[src/pkg/psc_regs.vh]
`ifndef PSC_REGS_VH
`define PSC_REGS_VH
// register index and byte address (index times four)
`define PSC_CTRL_INDEX        8'h11
`define PSC_CTRL_ADDR         8'h44
`define PSC_STATUS_ADDR       8'h48
// control field positions
`define PSC_PLL_OFF_BIT       15
`define PSC_SAVE_EN_BIT       14
`define PSC_MODE_HI           13
`define PSC_MODE_LO           12
`define PSC_SCR_BYP_BIT       11
`define PSC_FIFO_HI           9
`define PSC_FIFO_LO           8
`define PSC_FD_COL_BIT        4
`define PSC_IRQ_POL_BIT       3
`define PSC_TINT_BIT          2
`define PSC_IRQ_EN_BIT        1
`define PSC_IRQ_OE_BIT        0
// writable bits: 15..11, 9..8, 4..0
`define PSC_CTRL_WMASK        16'hFB1F
`define PSC_CTRL_RESET        16'h0108
// power modes
`define PSC_MODE_NORMAL       2'h0
`define PSC_MODE_PDOWN        2'h1
`define PSC_MODE_ASLEEP       2'h2
`define PSC_MODE_PSLEEP       2'h3
// link pulse interval in active sleep
`define PSC_NLP_MS            1400
`define PSC_CLK_MHZ           100
`define PSC_NLP_CYCLES        (`PSC_NLP_MS * 1000 * `PSC_CLK_MHZ)
// axi responses
`define PSC_RESP_OKAY         2'h0
`define PSC_RESP_SLVERR       2'h2
`endif

[src/hw/psc_power_fsm.v]
`timescale 1ns/1ps
`include "psc_regs.vh"
// power state sequencer: applies mode, wakes on energy, paces link pulses
module psc_power_fsm #(
  parameter NLP_CYCLES = `PSC_NLP_CYCLES
) (
  input  wire       clock,
  input  wire       reset,
  input  wire       clock_enable,
  input  wire       save_en,       // power save enable
  input  wire [1:0] mode,          // requested power mode
  input  wire       mode_write,    // control register written this cycle
  input  wire       energy,        // synchronised energy detect
  output reg  [1:0] state,         // effective power state
  output reg        nlp_pulse      // one-cycle link pulse request
);
  localparam ST_RUN    = 2'h0;
  localparam ST_PDOWN  = 2'h1;
  localparam ST_ASLEEP = 2'h2;
  localparam ST_PSLEEP = 2'h3;

  reg [31:0] nlp_count;            // cycles since last link pulse
  reg [1:0]  next_state;
  reg        woken;                // latched wake until software rewrites

  // pick next state from mode, enable and wake
  always @*
  begin
    next_state = ST_RUN;
    if (save_en && !woken)
    begin
      case (mode)
        `PSC_MODE_NORMAL: next_state = ST_RUN;
        `PSC_MODE_PDOWN:  next_state = ST_PDOWN;
        `PSC_MODE_ASLEEP: next_state = energy ? ST_RUN : ST_ASLEEP;
        `PSC_MODE_PSLEEP: next_state = energy ? ST_RUN : ST_PSLEEP;
        default:          next_state = ST_RUN;
      endcase
    end
  end // enable clear keeps run

  // state, wake latch and pulse timer
  always @(posedge clock)
  begin
    if (reset)
    begin
      state     <= ST_RUN;
      woken     <= 1'b0;
      nlp_count <= 32'h00000000;
      nlp_pulse <= 1'b0;
    end
    else if (clock_enable)
    begin
      state <= next_state;
      // a wake holds full power until software writes the register again;
      // a wake in the same cycle as a write wins, so energy is never missed
      if ((state == ST_ASLEEP || state == ST_PSLEEP) && energy)
        woken <= 1'b1;
      else if (mode_write)
        woken <= 1'b0;
      nlp_pulse <= 1'b0;
      if (state == ST_ASLEEP)
      begin
        if (nlp_count >= NLP_CYCLES - 1)
        begin
          nlp_count <= 32'h00000000;
          nlp_pulse <= 1'b1;
        end
        else
          nlp_count <= nlp_count + 32'h00000001;
      end
      else
        nlp_count <= 32'h00000000; // no pulses outside active sleep R6
    end
  end
endmodule

[src/hw/psc_top.v]
`timescale 1ns/1ps
`include "psc_regs.vh"
//Function
//PLL off only in IEEE power-down
//mode 00 runs fully functional
//mode 01 shuts all but management
//active sleep sends pulse every 1.4s
//active sleep wakes on energy
//passive sleep silent, wakes on energy
//mode applies only with save enable
//scrambler bypass skips 100M scrambling
//reserved bits read zero, ignore writes
//depth code selects 4,5,6,8 nibbles
//loopback passes nibbles through elastic FIFO
//depth resets to five nibbles
//software sizes depth for packets, tolerance
//collision enable gives full-duplex collision
//otherwise collision only in half duplex
//interrupt polarity bit, resets to one
module psc_top #(
  parameter NLP_CYCLES = `PSC_NLP_CYCLES
) (
  input  wire        clock,
  input  wire        reset,
  input  wire        clock_enable,
  input  wire [7:0]  s_axi_awaddr,
  input  wire        s_axi_awvalid,
  output reg         s_axi_awready,
  input  wire [31:0] s_axi_wdata,
  input  wire [3:0]  s_axi_wstrb,
  input  wire        s_axi_wvalid,
  output reg         s_axi_wready,
  output reg  [1:0]  s_axi_bresp,
  output reg         s_axi_bvalid,
  input  wire        s_axi_bready,
  input  wire [7:0]  s_axi_araddr,
  input  wire        s_axi_arvalid,
  output reg         s_axi_arready,
  output reg  [31:0] s_axi_rdata,
  output reg  [1:0]  s_axi_rresp,
  output reg         s_axi_rvalid,
  input  wire        s_axi_rready,
  input  wire        energy_detect,   // pin, asynchronous
  input  wire        full_duplex,     // link is full duplex, same clock
  input  wire        collision_raw,   // raw collision from medium, same clock
  input  wire        irq_event,       // event interrupt request, same clock
  output reg  [1:0]  power_state,     // effective power state
  output reg         analog_power_on, // analog and pcs circuitry powered
  output reg         pll_disable,     // internal clock circuits off
  output reg         nlp_send,        // one-cycle normal link pulse request
  output reg         scrambler_bypass,
  output reg  [3:0]  loopback_depth,  // fifo depth in nibbles
  output reg         mac_collision,   // collision shown to mac
  output reg         irq_out,         // interrupt pin level
  output reg         irq_out_enable   // pin acts as interrupt output
);
  // one 16-bit control image drives every output below; reserved bit
  // positions are masked on each write, so they can never read back as one
  // the bus side and the datapath side share the image but only the bus
  // side writes it, which keeps a single driver per bit
  // outputs are all registered, so the datapath sees a change one cycle
  // after the image changes, two for the power outputs; nothing here is combinational to a pin
  reg [15:0] ctrl;          // control register image
  reg        energy_meta;   // synchroniser first stage
  reg        energy_sync;   // synchroniser second stage
  reg        aw_held;       // write address taken
  reg        w_held;        // write data taken
  reg [7:0]  aw_addr;
  reg [31:0] w_data;
  reg [3:0]  w_strb;
  reg [15:0] next_ctrl;
  reg        ctrl_write;
  wire [1:0] fsm_state;
  wire       fsm_pulse;

  // depth code to nibble count
  // the code is not a plain binary count: the top code jumps to eight,
  // so it is decoded here rather than added to a base value
  // all four codes are legal, so there is no refused setting to handle
  function [3:0] depth_nibbles;
    input [1:0] code;
    begin
      case (code)
        2'h0:    depth_nibbles = 4'h4;
        2'h1:    depth_nibbles = 4'h5;
        2'h2:    depth_nibbles = 4'h6;
        default: depth_nibbles = 4'h8;
      endcase
    end
  endfunction

  // read image with reserved bits forced low
  // the image is masked again on the way out as a second guard; the status
  // word only shows the effective power state, which may differ from the
  // requested mode after a wake on energy
  // unmapped words read as zero and the response carries the error
  // limitation: only the low half word is mapped, the upper half reads zero
  function [31:0] read_word;
    input [7:0]  addr;
    input [15:0] c;
    input [1:0]  st;
    begin
      if (addr[7:2] == `PSC_CTRL_ADDR >> 2)
        read_word = {16'h0000, c & `PSC_CTRL_WMASK};
      else if (addr[7:2] == `PSC_STATUS_ADDR >> 2)
        read_word = {30'h00000000, st};
      else
        read_word = 32'h00000000;
    end
  endfunction

  // energy detect crosses in from the line side
  // two flops before any logic reads it; only the second stage is used,
  // so a metastable first stage never reaches the power sequencer
  // the price is two cycles of extra wake latency, far below any link need
  always @(posedge clock)
  begin
    if (reset)
    begin
      energy_meta <= 1'b0;
      energy_sync <= 1'b0;
    end
    else if (clock_enable)
    begin
      energy_meta <= energy_detect;
      energy_sync <= energy_meta;
    end
  end

  // merge byte lanes into the control image
  // only the two low strobes matter, since the register is one half word
  // an illegal clock-off request is dropped silently rather than refused,
  // so the rest of the same write still lands
  // the check uses the value being written, not the old image, so one write
  // may enter power-down and stop the clock circuits together
  always @*
  begin
    next_ctrl  = ctrl;
    // a write lands only once both halves are held and before the response
    ctrl_write = aw_held && w_held && !s_axi_bvalid
                 && (aw_addr[7:2] == `PSC_CTRL_ADDR >> 2);
    if (w_strb[0])
      next_ctrl[7:0] = w_data[7:0];
    if (w_strb[1])
      next_ctrl[15:8] = w_data[15:8];
    next_ctrl = next_ctrl & `PSC_CTRL_WMASK;
    // pll may only stop in IEEE power-down; refuse it elsewhere
    if (!(next_ctrl[`PSC_SAVE_EN_BIT]
          && next_ctrl[`PSC_MODE_HI:`PSC_MODE_LO] == `PSC_MODE_PDOWN))
      next_ctrl[`PSC_PLL_OFF_BIT] = 1'b0;
  end

  // axi write channel: address and data in either order
  // each ready is a one-cycle pulse raised the cycle after its valid is seen;
  // the channel that is taken first is held until the other arrives
  // the response is raised the cycle after both are held and the image is
  // updated on that same edge, so a read issued after the response always
  // sees the new value
  // a second address or data word is not taken until the response has been
  // accepted, which keeps at most one write in flight
  // the status word is read-only, so a write to it only earns an error
  always @(posedge clock)
  begin
    if (reset)
    begin
      aw_held       <= 1'b0;
      w_held        <= 1'b0;
      aw_addr       <= 8'h00;
      w_data        <= 32'h00000000;
      w_strb        <= 4'h0;
      s_axi_awready <= 1'b0;
      s_axi_wready  <= 1'b0;
      s_axi_bvalid  <= 1'b0;
      s_axi_bresp   <= `PSC_RESP_OKAY;
      ctrl          <= `PSC_CTRL_RESET;
    end
    else if (clock_enable)
    begin
      // ready pulses for one cycle, then waits for the next transfer
      s_axi_awready <= !aw_held && !s_axi_awready && s_axi_awvalid;
      s_axi_wready  <= !w_held && !s_axi_wready && s_axi_wvalid;
      if (s_axi_awvalid && s_axi_awready)
      begin
        aw_held <= 1'b1;
        aw_addr <= s_axi_awaddr;
      end
      if (s_axi_wvalid && s_axi_wready)
      begin
        w_held <= 1'b1;
        w_data <= s_axi_wdata;
        w_strb <= s_axi_wstrb;
      end
      if (aw_held && w_held && !s_axi_bvalid)
      begin
        s_axi_bvalid <= 1'b1;
        // status word is read-only; unmapped gets slverr
        s_axi_bresp  <= (aw_addr[7:2] == `PSC_CTRL_ADDR >> 2) ?
                        `PSC_RESP_OKAY : `PSC_RESP_SLVERR;
        if (ctrl_write)
          ctrl <= next_ctrl;
      end
      if (s_axi_bvalid && s_axi_bready)
      begin
        s_axi_bvalid <= 1'b0;
        aw_held      <= 1'b0;
        w_held       <= 1'b0;
      end
    end
  end

  // axi read channel, answers in power-down too
  // the read path never depends on the power state, so management access
  // survives every low-power mode
  // ready is a one-cycle pulse; a new address waits while data is pending,
  // which keeps one read in flight and the returned word stable until taken
  always @(posedge clock)
  begin
    if (reset)
    begin
      s_axi_arready <= 1'b0;
      s_axi_rvalid  <= 1'b0;
      s_axi_rdata   <= 32'h00000000;
      s_axi_rresp   <= `PSC_RESP_OKAY;
    end
    else if (clock_enable)
    begin
      // one-cycle ready, held off while read data is pending
      s_axi_arready <= !s_axi_arready && !s_axi_rvalid && s_axi_arvalid;
      if (s_axi_arvalid && s_axi_arready)
      begin
        s_axi_rvalid <= 1'b1;
        s_axi_rdata  <= read_word(s_axi_araddr, ctrl, fsm_state);
        s_axi_rresp  <= (s_axi_araddr[7:2] == `PSC_CTRL_ADDR >> 2
                         || s_axi_araddr[7:2] == `PSC_STATUS_ADDR >> 2) ?
                        `PSC_RESP_OKAY : `PSC_RESP_SLVERR;
      end
      else if (s_axi_rvalid && s_axi_rready)
        s_axi_rvalid <= 1'b0;
    end
  end

  // power mode sequencing lives in its own module
  // the sequencer is told of every control write so a wake latched on energy
  // is released only by software; a stale wake never outlives a rewrite
  // the pulse interval is a parameter so simulation can shorten it
  // the sequencer shares the clock enable, so a frozen block stays asleep
  psc_power_fsm #(
    .NLP_CYCLES (NLP_CYCLES)
  ) u_power (
    .clock        (clock),
    .reset        (reset),
    .clock_enable (clock_enable),
    .save_en      (ctrl[`PSC_SAVE_EN_BIT]),
    .mode         (ctrl[`PSC_MODE_HI:`PSC_MODE_LO]),
    .mode_write   (ctrl_write && aw_held && w_held && !s_axi_bvalid),
    .energy       (energy_sync),
    .state        (fsm_state),
    .nlp_pulse    (fsm_pulse)
  );

  // registered outputs to the datapath
  // every output comes straight from a flop here, so the datapath never
  // sees a glitch while the image or the power state changes
  // analog power follows the effective state, not the requested mode, so a
  // wake on energy restores power without waiting for software
  // clock-off also waits for the effective state, which guards against a
  // wake racing the write that asked for power-down
  always @(posedge clock)
  begin
    if (reset)
    begin
      // reset values match the image defaults
      power_state      <= `PSC_MODE_NORMAL;
      analog_power_on  <= 1'b1;
      pll_disable      <= 1'b0;
      nlp_send         <= 1'b0;
      scrambler_bypass <= 1'b0;
      loopback_depth   <= 4'h5;
      mac_collision    <= 1'b0;
      irq_out          <= 1'b1;
      irq_out_enable   <= 1'b0;
    end
    else if (clock_enable)
    begin
      power_state      <= fsm_state;
      analog_power_on  <= (fsm_state == `PSC_MODE_NORMAL);
      pll_disable      <= ctrl[`PSC_PLL_OFF_BIT]
                          && fsm_state == `PSC_MODE_PDOWN;
      nlp_send         <= fsm_pulse;
      scrambler_bypass <= ctrl[`PSC_SCR_BYP_BIT];
      loopback_depth   <= depth_nibbles(ctrl[`PSC_FIFO_HI:`PSC_FIFO_LO]);
      // collision and interrupt inputs are on this clock already, so they
      // go straight into the output flops with a single cycle of latency
      // full duplex masks collision unless enabled
      mac_collision    <= collision_raw
                          && (!full_duplex || ctrl[`PSC_FD_COL_BIT]);
      // test interrupt forces the active level whether or not events are on
      // polarity: set means idle high, asserted low
      irq_out          <= ctrl[`PSC_IRQ_POL_BIT]
                          ^ (ctrl[`PSC_TINT_BIT]
                             || (ctrl[`PSC_IRQ_EN_BIT] && irq_event));
      irq_out_enable   <= ctrl[`PSC_IRQ_OE_BIT];
    end
  end
endmodule

[config.mk]
export PLATFORM = sky130hd
export DESIGN_NAME = psc_top
export DESIGN_NICKNAME = d
export VERILOG_FILES = /design/src/hw/psc_power_fsm.v /design/src/hw/psc_top.v
export VERILOG_INCLUDE_DIRS = /design/src /design/src/pkg
export SDC_FILE = /design/constraint.sdc
export NUM_CORES = 1
export LEC_CHECK = 0
export BUFFER_PORTS_ARGS = -buffer_cell sky130_fd_sc_hd__buf_2
export CORE_ASPECT_RATIO = 1.5
export CORE_MARGIN = 2
export CORE_UTILIZATION = 38
export DETAILED_ROUTE_END_ITERATION = 8
export HOLD_SLACK_MARGIN = 0.03
export PLACE_DENSITY = 0.58
export SETUP_SLACK_MARGIN = 0.15
export SYNTH_ARGS = -nofsm -noshare
export SYNTH_HDL_FRONTEND = slang
export SYNTH_SLANG_ARGS = --single-unit
[constraint.sdc]
create_clock -name clock -period 6.7 [get_ports clock]
set_clock_uncertainty 0.05 [all_clocks]
set_input_delay 0 -clock clock [delete_from_list [all_inputs] [get_ports clock]]
set_output_delay 0 -clock clock [all_outputs]
set_load 0.01 [all_outputs]
==> results.md <==
- The final count of hold timing violations is 0.
- The count of flip-flops with a built-in enable after synthesis is 0.
- The worst hold-check path type is in2reg.
- For this design the static power due to leakage is 2.12 nW.
- The initial antenna violation count is 0.
- The pin slew with the least headroom to its limit is 0.786 ns.
- The max-slew violation count is 0.
- The largest fanout on the critical path is 33.
- At the end of the flow the core is filled with cells to 46.4%.
- In this run, the clock network consumes 42.3% of the power.
- Summing every instance area after synthesis gives 4630 um2.
- In this run the deepest clock path goes through 2 buffers.
- The arrival time at the worst endpoint is 2.87 ns.
- At the later pin of the worst-skew pair, clock insertion delay measures 0.35 ns.
- Per report_power, the combinational group accounts for 5.3% of the total.
- The achievable frequency is 0.376 GHz.
- The count of cell types in the netlist is 60.
- The number of warning messages in the yosys log is 0.
- The internal portion of the total power is 0.913 mW.
- The time the final worst path needs with I/O delays and setup is 2.66 ns.
- Power comes to 1.20 mW.
- The detailed-placement wirelength estimate is 7540 um.
- The final net count is 690.
- Clock tree synthesis selected as its root buffer the cell sky130_fd_sc_hd__clkbuf_16.
- The DRC violation count after routing is 0.
- The kind of critical path is reg2reg.
- In the synthesized netlist the dominant register cell turns out to be sky130_fd_sc_hd__dfxtp_1.
- Buffers placed on the I/O ports in this run total 69.
- The clock slew seen by the registers of the worst setup and hold paths is 0.07 ns.
- The total number of H-tree levels is 3.
- The area overhead of the layout relative to synthesis is 19.8%.
- Dividing the detail-routed wire length by the instance count gives 14.1 um.
- Measured along the x axis, the die boundary spans 94.2 um.
- The period utilization is 39.7%.
- The most frequently used cell type in the post-synthesis netlist is sky130_fd_sc_hd__dfxtp_1.
- Global routing used 17.1% of the available tracks across all layers.
- Entering global routing, the biggest net connects 78 pins.
- The top cell type by total area after synthesis is sky130_fd_sc_hd__dfxtp_1.
- Setup violations remaining at the end of the flow were counted as 0.
- The power per cell area is 216 nW/um2.
- The clock tree from TritonCTS is yes.
- The routed design has 11,100 um of wire.
- The floorplan die area is 13,100 um2.
- The share of the Yosys chip area taken by registers is 44.9%.
- The violation count after the first detailed-route iteration is 143.
- The synthesis-stage register bit count is 104.
- The endpoint required time on the critical path is 6.91 ns.
- CTS saw 104 sinks.
- STA classifies the critical path endpoint as a flip-flop.
- The number of detailed-route iterations in the first pass is 4.
- The analysis attributes to net switching a power of 0.283 mW.
- The detail-routed via count per cell is 5.22.
- The switching power share of the total is 23.7%.
- Once the floorplan was initialized, standard cells occupied 38.8% of the core.
- For this block, the via count after detailed routing is 4,086.
- In this run the count of I/O pins placed on the die edge is 118.
- After clock tree synthesis, the setup repair step added 0 buffers.
- The number of standard cells after synthesis is 545.
- The core outline area is 12,000 um2.
- The die extent in y is 139 um.
- The post-route worst hold slack is 0.0867 ns.
- The startpoint kind of the worst setup timing path is a flip-flop.
- In this run the cell area measured after placement is 4970 um2.
- With fillers left out, the area of the finished cells amounts to 5550 um2.
- The fraction of synthesized cell area taken by the top area cell type is 44.9%.
- The layout cell share with drive strength beyond 1 is 16.2%.
- The commonest cells after synthesis are sky130_fd_sc_hd__dfxtp_1, sky130_fd_sc_hd__nand2_1, sky130_fd_sc_hd__a21oi_1.
- Counting flops with an async set or reset pin after synthesis yields a share of 0%.
- The maximum vdd drop is 0.000145 V.
- The antenna diode instance count is 0.
- The first global-routing pass estimated 18,200 um of wire.
- In this run the remaining antenna-violating nets after routing total 0.
- Headroom to the max-slew limit came out at 47.6%.
- The congestion estimate from routability-driven global placement came to 0.794.
- The run finished with clean final reports.
- The share of power burned in registers is 52.4%.
- The number of global-route vias before repair is 3,830.
- In this run the mean area of a mapped cell was 8.50 um2.
- Adding up every negative setup slack in the final design gives 0 ns.
- The count of standard-cell rows is 49.
- The number of max-capacitance violations reported is 0.
- Setup repair after global routing left no endpoint under its margin.
- The number of CTS-inserted buffers is 9.
- After synthesis, the cell types taking the most area are sky130_fd_sc_hd__dfxtp_1, sky130_fd_sc_hd__nand2_1, sky130_fd_sc_hd__a21oi_1.
- The overflow left after global routing is 0.
==> metrics by stage <==
| stage | setup slack (ns) | std cells |
|---|---|---|
| after floorplan | 4.42 | 566 |
| after global placement | 3.86 | 738 |
| after detailed placement | 3.84 | 738 |
| after CTS | 4.01 | 783 |
| after global routing | 3.84 | 783 |
| final | 4.04 | 783 |
==> power by group through the flow <==
| stage | logic [mW] | registers, mW | clock network [mW] |
|---|---|---|---|
| global placement | 0.0500 | 0.641 | 0 |
| global route | 0.0697 | 0.627 | 0.548 |
| finish | 0.0632 | 0.627 | 0.506 |
| detailed placement | 0.0503 | 0.641 | 0 |
| CTS | 0.0632 | 0.626 | 0.523 |
| floorplan | 0.0388 | 0.641 | 0 |
==> area by class of cell <==
| type | instances | area (um2) |
|---|---|---|
| Clock buffer | 10 | 229 |
| Sequential cell | 104 | 2080 |
| Multi-Input combinational cell | 399 | 2290 |
| Clock inverter | 6 | 57.6 |
| Timing Repair Buffer | 102 | 666 |
| Inverter | 9 | 33.8 |
| Fill cell | 1189 | 6400 |
| Tap cell | 153 | 191 |
==> placed cells by master, fill, tap and decap left out, types with 12 or more instances in the layout <==
cell type / instances
sky130_fd_sc_hd__dlygate4sd3_1: 29
sky130_fd_sc_hd__nand3_1: 37
sky130_fd_sc_hd__a21oi_1: 47
sky130_fd_sc_hd__nand2_1: 76
sky130_fd_sc_hd__conb_1: 22
sky130_fd_sc_hd__buf_2: 69
sky130_fd_sc_hd__dfxtp_1: 104
sky130_fd_sc_hd__mux2i_1: 12
sky130_fd_sc_hd__a31oi_1: 23
sky130_fd_sc_hd__a22oi_1: 12
sky130_fd_sc_hd__o21ai_0: 12
sky130_fd_sc_hd__nor2_1: 39
==> sequential cells by signal, indices dropped and copies added, names as in the netlist, 2 cells and up <==
signal	flops
u_power.nlp_count	32
w_strb	2
u_power.state	2
power_state	2
loopback_depth	4
w_data	12
aw_addr	6
ctrl	12
s_axi_rdata	12
==> repair_timing <==
item | 4_1_cts | 5_1_grt
hold buffers | 29 | 0
hold endpoints to repair | 30 | 0
endpoints found under the setup margin | 0 | 0
gates resized for setup | 0 | 0
==> metal layers <==
metal  part of all wire, %  global-route usage [%]
met1                    43                    20.1
met2                    52                    30.2
met3                   3.3                    3.14
met4                   1.7                    6.79
met5                     0                       0
==> critical path, cell delays in order (launching register included) <==
cell and delay [ns]:
sky130_fd_sc_hd__dfxtp_1 0.37, sky130_fd_sc_hd__nor4_2 0.49, sky130_fd_sc_hd__o211ai_1 0.28, sky130_fd_sc_hd__a2111oi_4 0.39
sky130_fd_sc_hd__buf_4 0.36, sky130_fd_sc_hd__nand2_1 0.36, sky130_fd_sc_hd__o211ai_1 0.28
==> cell families (layout without fill, tap and decap cells) <==
logic type	after synthesis	after routing	synth area share [%]
AOI/OAI and AO/OA	120	120	16.5
xor gates and xnor gates	7	7	1.32
adders and majority gates	1	1	0.270
buffers and inverters	63	127	7.34
DFF	104	104	44.9
muxes	12	12	2.59
other	1	22	0.0809
and+or+nand+nor	237	237	26.9
==> worst paths after layout <==
kind / startpoint / end / slack (ns) / cells past startpoint
max: u_power.nlp_count[23] / u_power.nlp_count[13] / 4.04 / 6
min: s_axi_araddr[4] / s_axi_rdata[0] / 0.09 / 5
max reg2reg: u_power.nlp_count[23] / u_power.nlp_count[13] / 4.04 / 6
min reg2reg: w_data[11] / w_data[11] / 0.41 / 2
Power figures use the tool's default switching activity.
